--- src/include/ppc_map.svh ---
`ifndef PPC_MAP_SVH
`define PPC_MAP_SVH
// byte offsets of the port registers
`define PPC_OFF_FUNC 4'h0
`define PPC_OFF_CLR 4'h4
`define PPC_OFF_DRIVE 4'h8
`define PPC_OFF_INEN 4'hc
`define PPC_OFF_OUTEN 5'h10
`define PPC_OFF_OUT 5'h14
`define PPC_OFF_IN 5'h18
// reset values
`define PPC_RST_FUNC 32'h0000_0000
`define PPC_RST_HALF 16'h0000
`define PPC_RST_WAIT 1'b1
// zero fill for upper read lanes and idle clear mask
`define PPC_ZERO_HALF 16'h0000
// bus answer for unmapped reads
`define PPC_UNMAPPED_DATA 32'h0000_0000
`endif

--- src/include/ppc_pkg.sv ---
package ppc_pkg;
  // avalon request bundle
  typedef struct packed {
    logic read;
    logic write;
    logic [4:0] address;
    logic [31:0] writedata;
  } ppc_req_type;
  // per-pin pad controls
  typedef struct packed {
    logic [15:0] out;
    logic [15:0] oe;
    logic [15:0] strength;
  } ppc_pad_type;
  typedef enum logic [1:0] {ppc_fn_gpio, ppc_fn_alt1, ppc_fn_alt2, ppc_fn_alt3} ppc_func_type;
endpackage

--- src/rtl/ppc_port.sv ---
// The Avalon-MM interface to the registers and the address map were left to the implementer.
`timescale 1ns/100ps
`include "ppc_map.svh"
module ppc_port #(
  parameter int PINS = 16
) (
  // clock and reset
  input wire logic clk_i,
  input wire logic rst_i,
  // avalon-mm slave
  input wire logic [4:0] avs_address_i,
  input wire logic avs_read_i,
  input wire logic avs_write_i,
  input wire logic [31:0] avs_writedata_i,
  input wire logic [3:0] avs_byteenable_i,
  output logic [31:0] avs_readdata_o,
  output logic avs_waitrequest_o,
  // pins
  input wire logic [15:0] pin_i,
  output logic [15:0] pin_o,
  output logic [15:0] pin_oe_o,
  output logic [15:0] drive_strength_o,
  // pin multiplexer
  output logic [31:0] pin_function_o
);
  initial
  begin
    if (PINS != 16) $error("only sixteen pins supported");
  end
  ppc_pkg::ppc_req_type req;
  ppc_pkg::ppc_pad_type pad;
  logic [31:0] pin_function_select;
  logic [15:0] drive_strength_select;
  logic [15:0] input_path_enable;
  logic [15:0] output_drive_enable;
  logic [15:0] out_data;
  logic [15:0] in_value;
  // a transfer completes where waitrequest stands low
  wire ack = !avs_waitrequest_o;
  wire [15:0] next_out;
  wire [15:0] next_pad;
  assign req.read = avs_read_i;
  assign req.write = avs_write_i;
  assign req.address = avs_address_i;
  assign req.writedata = avs_writedata_i;
  // byte-lane mask
  wire [31:0] lane_mask = {{8{avs_byteenable_i[3]}}, {8{avs_byteenable_i[2]}},
    {8{avs_byteenable_i[1]}}, {8{avs_byteenable_i[0]}}};
  wire [31:0] wdata = req.writedata & lane_mask;
  // writes land on the completing edge, reads are captured one edge before it
  wire do_write = req.write && ack;
  wire do_read = req.read && !ack;
  wire sel_func = req.address == 5'(`PPC_OFF_FUNC);
  wire sel_clr = req.address == 5'(`PPC_OFF_CLR);
  wire sel_drive = req.address == 5'(`PPC_OFF_DRIVE);
  wire sel_inen = req.address == 5'(`PPC_OFF_INEN);
  wire sel_outen = req.address == `PPC_OFF_OUTEN;
  wire sel_out = req.address == `PPC_OFF_OUT;
  wire sel_in = req.address == `PPC_OFF_IN;
  // write strobes per register
  wire wr_func = do_write && sel_func;
  wire wr_drive = do_write && sel_drive;
  wire wr_inen = do_write && sel_inen;
  wire wr_outen = do_write && sel_outen;
  wire wr_out = do_write && sel_out;
  wire wr_clr = do_write && sel_clr;
  // write masks per register
  wire [31:0] next_function = (pin_function_select & ~lane_mask) | wdata;
  wire [15:0] next_drive = (drive_strength_select & ~lane_mask[15:0]) | wdata[15:0];
  wire [15:0] next_inen = (input_path_enable & ~lane_mask[15:0]) | wdata[15:0];
  wire [15:0] next_outen = (output_drive_enable & ~lane_mask[15:0]) | wdata[15:0];
  wire [15:0] clear_mask = wr_clr ? wdata[15:0] : `PPC_ZERO_HALF;
  // per-pin output data and gated pad drive
  for (genvar n = 0; n < PINS; n++)
  begin : g_pin
    assign next_out[n] = wr_out
      ? (lane_mask[n] ? wdata[n] : out_data[n])
      : (out_data[n] & !clear_mask[n]);
    assign next_pad[n] = pad.out[n] & pad.oe[n];
  end
  // read mux; clear register reads zero
  wire [31:0] next_readdata =
    sel_func ? pin_function_select :
    sel_drive ? {`PPC_ZERO_HALF, drive_strength_select} :
    sel_inen ? {`PPC_ZERO_HALF, input_path_enable} :
    sel_outen ? {`PPC_ZERO_HALF, output_drive_enable} :
    sel_out ? {`PPC_ZERO_HALF, out_data} :
    sel_in ? {`PPC_ZERO_HALF, in_value} :
    `PPC_UNMAPPED_DATA;
  ppc_pin_sync #(
    .WIDTH(16)
  ) u_sync (
    .clk_i(clk_i),
    .rst_i(rst_i),
    .pin_i(pin_i),
    .enable_i(input_path_enable),
    .value_o(in_value)
  );
  // waitrequest drops for one cycle after a request is first seen
  always_ff @(posedge clk_i or posedge rst_i)
  begin
    if (rst_i)
    begin
      avs_waitrequest_o <= `PPC_RST_WAIT;
    end
    else
    begin
      avs_waitrequest_o <= !((req.read || req.write) && avs_waitrequest_o);
    end
  end
  // read data captured in the wait cycle, held until the next read
  always_ff @(posedge clk_i or posedge rst_i)
  begin
    if (rst_i)
    begin
      avs_readdata_o <= `PPC_UNMAPPED_DATA;
    end
    else if (do_read)
    begin
      avs_readdata_o <= next_readdata;
    end
  end
  // function select register
  always_ff @(posedge clk_i or posedge rst_i)
  begin
    if (rst_i)
    begin
      pin_function_select <= `PPC_RST_FUNC;
    end
    else if (wr_func)
    begin
      pin_function_select <= next_function;
    end
  end
  // drive strength register
  always_ff @(posedge clk_i or posedge rst_i)
  begin
    if (rst_i)
    begin
      drive_strength_select <= `PPC_RST_HALF;
    end
    else if (wr_drive)
    begin
      drive_strength_select <= next_drive;
    end
  end
  // input path enable register
  always_ff @(posedge clk_i or posedge rst_i)
  begin
    if (rst_i)
    begin
      input_path_enable <= `PPC_RST_HALF;
    end
    else if (wr_inen)
    begin
      input_path_enable <= next_inen;
    end
  end
  // output enable register
  always_ff @(posedge clk_i or posedge rst_i)
  begin
    if (rst_i)
    begin
      output_drive_enable <= `PPC_RST_HALF;
    end
    else if (wr_outen)
    begin
      output_drive_enable <= next_outen;
    end
  end
  // output data, written by byte lane or cleared bit by bit
  always_ff @(posedge clk_i or posedge rst_i)
  begin
    if (rst_i)
    begin
      out_data <= `PPC_RST_HALF;
    end
    else
    begin
      out_data <= next_out;
    end
  end
  assign pad.out = out_data;
  assign pad.oe = output_drive_enable;
  assign pad.strength = drive_strength_select;
  // pad drive, low wherever the output is not enabled
  always_ff @(posedge clk_i or posedge rst_i)
  begin
    if (rst_i)
    begin
      pin_o <= `PPC_RST_HALF;
      pin_oe_o <= `PPC_RST_HALF;
    end
    else
    begin
      pin_o <= next_pad;
      pin_oe_o <= pad.oe;
    end
  end
  // pad strength
  always_ff @(posedge clk_i or posedge rst_i)
  begin
    if (rst_i)
    begin
      drive_strength_o <= `PPC_RST_HALF;
    end
    else
    begin
      drive_strength_o <= pad.strength;
    end
  end
  // pin multiplexer select
  always_ff @(posedge clk_i or posedge rst_i)
  begin
    if (rst_i)
    begin
      pin_function_o <= `PPC_RST_FUNC;
    end
    else
    begin
      pin_function_o <= pin_function_select;
    end
  end
endmodule

--- src/rtl/ppc_pin_sync.sv ---
`timescale 1ns/100ps
module ppc_pin_sync #(
  parameter int WIDTH = 16
) (
  // clock and reset
  input wire logic clk_i,
  input wire logic rst_i,
  // raw pins and enables
  input wire logic [WIDTH-1:0] pin_i,
  input wire logic [WIDTH-1:0] enable_i,
  // registered input value
  output logic [WIDTH-1:0] value_o
);
  initial
  begin
    if (WIDTH < 1) $error("width must be positive");
  end
  logic [WIDTH-1:0] stage_one;
  logic [WIDTH-1:0] stage_two;
  wire [WIDTH-1:0] masked = stage_two & enable_i;
  always_ff @(posedge clk_i or posedge rst_i)
  begin
    if (rst_i)
    begin
      stage_one <= '0;
      stage_two <= '0;
      value_o <= '0;
    end
    else
    begin
      stage_one <= pin_i;
      stage_two <= stage_one;
      value_o <= masked;
    end
  end
endmodule

--- config.mk ---
export PLATFORM = sky130hd
export DESIGN_NAME = ppc_port
export DESIGN_NICKNAME = d
export VERILOG_FILES = /design/src/include/ppc_pkg.sv /design/src/rtl/ppc_port.sv /design/src/rtl/ppc_pin_sync.sv
export VERILOG_INCLUDE_DIRS = /design/src /design/src/include
export SDC_FILE = /design/constraint.sdc
export NUM_CORES = 1
export LEC_CHECK = 0
export ABC_AREA = 1
export BUFFER_PORTS_ARGS = -buffer_cell sky130_fd_sc_hd__buf_4
export CELL_PAD_IN_SITES_DETAIL_PLACEMENT = 0
export CELL_PAD_IN_SITES_GLOBAL_PLACEMENT = 1
export CORE_ASPECT_RATIO = 0.6
export CORE_MARGIN = 4
export CORE_UTILIZATION = 40
export DETAILED_ROUTE_END_ITERATION = 10
export PLACE_DENSITY_LB_ADDON = 0.1
export SYNTH_ARGS = -nofsm -noshare
export SYNTH_HDL_FRONTEND = slang
export SYNTH_SLANG_ARGS = --single-unit
--- constraint.sdc ---
create_clock -name clk_i -period 9.6 [get_ports clk_i]
set_input_delay 0.96 -clock clk_i [delete_from_list [all_inputs] [get_ports clk_i]]
set_output_delay 0.96 -clock clk_i [all_outputs]
set_load 0.005 [all_outputs]
==> summary.txt <==
GRT
  • GRT busiest layer: met1
  • Grt ovf: 0
  • Grt met3 use: 5.31%
  • First-pass GRT wire length: 40.5 mm
  • M2 GR Usage: 25.4%
  • Initial antenna violation count: 0
  • Met1 usage: 34.8%
  • Number of global-route vias before repair: 6400
  • All-Layer GR Usage: 20.2%
  • Largest net degree at the start of global routing: 129

Clock tree
  • Clock Tree Buf Depth: 3
  • Clock latency on the worst-skew pair: 520 ps
  • Clk slew on worst S/H paths: 60 ps
  • Total CTS buffers: 24
  • H-Tree Depth: 1
  • CTS root buffer: clkbuf_16
  • Post-CTS resize count: 0
  • Hold_buf cts: 0
  • Clk sink count: 257
  • CTS tree: done
  • Postcts setup bufs: 0

Worst setup path
  • Crit Path Category: input pin to flip-flop
  • Crit path DAT: 3600 ps
  • Top delay family on crit path: simple AND/OR/NAND/NOR gates
  • Cell Chain, Critical Path: buf_4 -> inv_2 -> nor2_2 -> nand2_1 -> nor2_1 -> nand3_1 -> o21ai_0
  • RR Endpoint: out_data[14]
  • CP Capture Type: flip-flop
  • Slowest stage cell, crit path: nor2_1
  • Startpoint Class: input pin
  • Critical Path RT: 10020 ps
  • Reg-to-reg startpoint: avs_waitrequest_o
  • Slowest stage delay, CP: 740 ps
  • CP Buf/Inv Count: 2
  • Critical path peak fanout: 17
  • Worst r2r path cells: 5
  • Setup slack, reg-to-reg: 7350 ps

STA
  • Max Fclk: 0.314 GHz
  • Minimum clock period: 3180 ps
  • Slew margin rel.: 36.9%
  • RSZ-0062 raised after global routing: false
  • Layout Skew: 9.63 ps
  • Worst setup margin: 6420 ps
  • Final TNS setup: 0 ps
  • Slew of the pin with the lowest slew margin: 942 ps
  • Final Max Slew Viols: 0
  • Setup violators final: 0
  • Tcrit/Tclk final: 33.1%
  • Final Hold Viols: 0

Power and ir drop
  • Peak supply drop: 0.114 mV
  • Clock Power Share: 42.1%
  • Power density over the cells: 201 nW/µm²
  • Gate power share: 7.3%
  • Sequential power share: 50.6%
  • Fraction of power spent switching nets: 23.6%
  • Switching pwr: 560 µW
  • Internal power: 1.82 mW
  • Leak pwr: 6.22 nW

Floorplanning
  • Die area: 26100 µm²
  • Ports: 174
  • Die width: 206 µm
  • CORE AREA: 23100 µm²
  • Row cnt: 43
  • Starting density of the core: 40.7%
  • Chip Height: 127 µm

Drt
  • Wire length per cell: 18.7 µm
  • DR DRC count: 0
  • Routed Wire Length: 26.3 mm
  • Via density: 4.83
  • 1st-pass router iterations: 5
  • Vias: 6768
  • DRT antenna net count: 0
  • Drt initial violations: 568

Cells and area
  • Finished Core Util: 51.1%
  • Fin nets: 1130
  • Area Growth Syn to Fin: 25.5%
  • Share of cells above drive strength 1: 24.0%
  • Diode count: 0

Yosys
  • Post-Syn Instances: 902
  • Post-synthesis net count: 963
  • Post-synthesis area per instance: 10.4 µm²
  • Post-synth top area share: 68.0%
  • Synth area leaders: dfrtp_1 68%, nand2_1 11%, o21ai_0 4.1%, inv_1 3.0%, nand4_1 2.9%
  • Count of state elements after synthesis: 257
  • Area leader, netlist: dfrtp_1
  • Syn. warnings: 0
  • Sequential share of the synthesized area: 68.3%
  • Netlist cell types: 31
  • Cell Area, Synth: 9420 µm²

Hold path
  • WHS Path Cells: 0
  • HP Class: flip-flop to flip-flop
  • Worst hold start: u_sync.stage_one[3]
  • Hold EP: u_sync.stage_two[3]

Outcome
  • Outcome: finished clean

Placed design
  • Port-buffer cells: 173
  • Placer Congestion: 0.808
  • Place WS: 5860 ps
  • DP Wirelength: 18.7 mm

Job
  • Max-Cap Viols: 0
==> area by class of cell <==
cell class | count | area (µm²)
clock buffer | 36 | 747
tap | 315 | 394
sequential | 257 | 6430
clock inverter | 8 | 92.6
inverter | 79 | 307
fill | 2176 | 11300
timing repair buffer | 177 | 1330
multi-input combinational | 530 | 2510
==> cells by family after synthesis <==
group           after synthesis  share of synthesized area, %
buf+inv                     115                          5.00
compound gates              122                          7.57
simple gates                408                          19.1
flops                       257                          68.3
==> cell usage in the layout (no fill, tap or decap), types with 3 or more instances in the layout <==
cell type / netlist / final
buf_4: 1 / 177
clkbuf_1: 22 / 3
clkbuf_16: 0 / 25
clkbuf_8: 0 / 8
clkinv_2: 0 / 5
dfrtp_1: 256 / 256
inv_1: 74 / 73
inv_2: 3 / 3
nand2_1: 268 / 268
nand2_2: 7 / 7
nand3_1: 24 / 24
nand3_4: 3 / 3
nand4_1: 44 / 44
nor2_1: 52 / 51
nor2_2: 4 / 5
o211ai_1: 7 / 7
o21ai_0: 77 / 77
o21ai_2: 16 / 16
o22ai_1: 16 / 16
==> Yosys cell counts, drive strengths merged <==
cell type	number
o211ai	7
o31ai	2
nand2	275
nor4	1
clkbuf	22
nor2	58
nand4	45
dfstp	1
o21ai	95
a21oi	2
or2	1
nand3	28
dfrtp	256
buf	14
o22ai	16
clkinv	1
inv	78
==> worst max-delay path by stage <==
stage | from | to | slack [ps] | cells after the start
6_report | avs_address_i[3] | flip-flop | 6420 | 7
5_1_grt | avs_address_i[3] | flip-flop | 6120 | 7
4_1_cts | avs_address_i[3] | flip-flop | 6400 | 7
3_5_place_dp | avs_address_i[3] | flip-flop | 5860 | 7
3_3_place_gp | avs_address_i[3] | flip-flop | 6060 | 7
2_1_floorplan | rst_i | asynchronous set/reset pin | 1570 | 1
==> metal layers <==
| metal | share of wire [%] | wire length (µm) | up-vias |
|---|---|---|---|
| met5 | 0 | 0 | - |
| met4 | 1.3 | 348 | 0 |
| met3 | 7.6 | 2010 | 29 |
| met2 | 38 | 9980 | 191 |
| met1 | 53 | 13900 | 3282 |
| li1 | - | - | 3266 |
==> power by group through the flow <==
stage	logic [mW]	registers, mW	clock network [mW]
after floorplan	0.0824	1.21	0
after global placement	0.175	1.22	0
after detailed placement	0.177	1.22	0
after CTS	0.177	1.20	1.02
after global routing	0.196	1.21	1.06
final	0.174	1.20	0.999
==> worst reg2reg max path: stages (launching register included) <==
cell and delay [ps]:
dfstp_2 380, or2_2 370, inv_2 230, nand4_1 600, o21ai_0 420, o22ai_1 110
==> stage by stage <==
| stage | cell area, µm² | hold WS (ps) | cells | total power, mW |
|---|---|---|---|---|
| 2_1_floorplan | 9420 | 331 | 902 | 1.29 |
| 3_3_place_gp | 11000 | 334 | 1358 | 1.40 |
| 3_5_place_dp | 11000 | 335 | 1358 | 1.40 |
| 4_1_cts | 11800 | 349 | 1402 | 2.40 |
| 5_1_grt | 11800 | 353 | 1402 | 2.47 |
| 6_report | 11800 | 348 | 1402 | 2.38 |
Power figures use the tool's default switching activity.
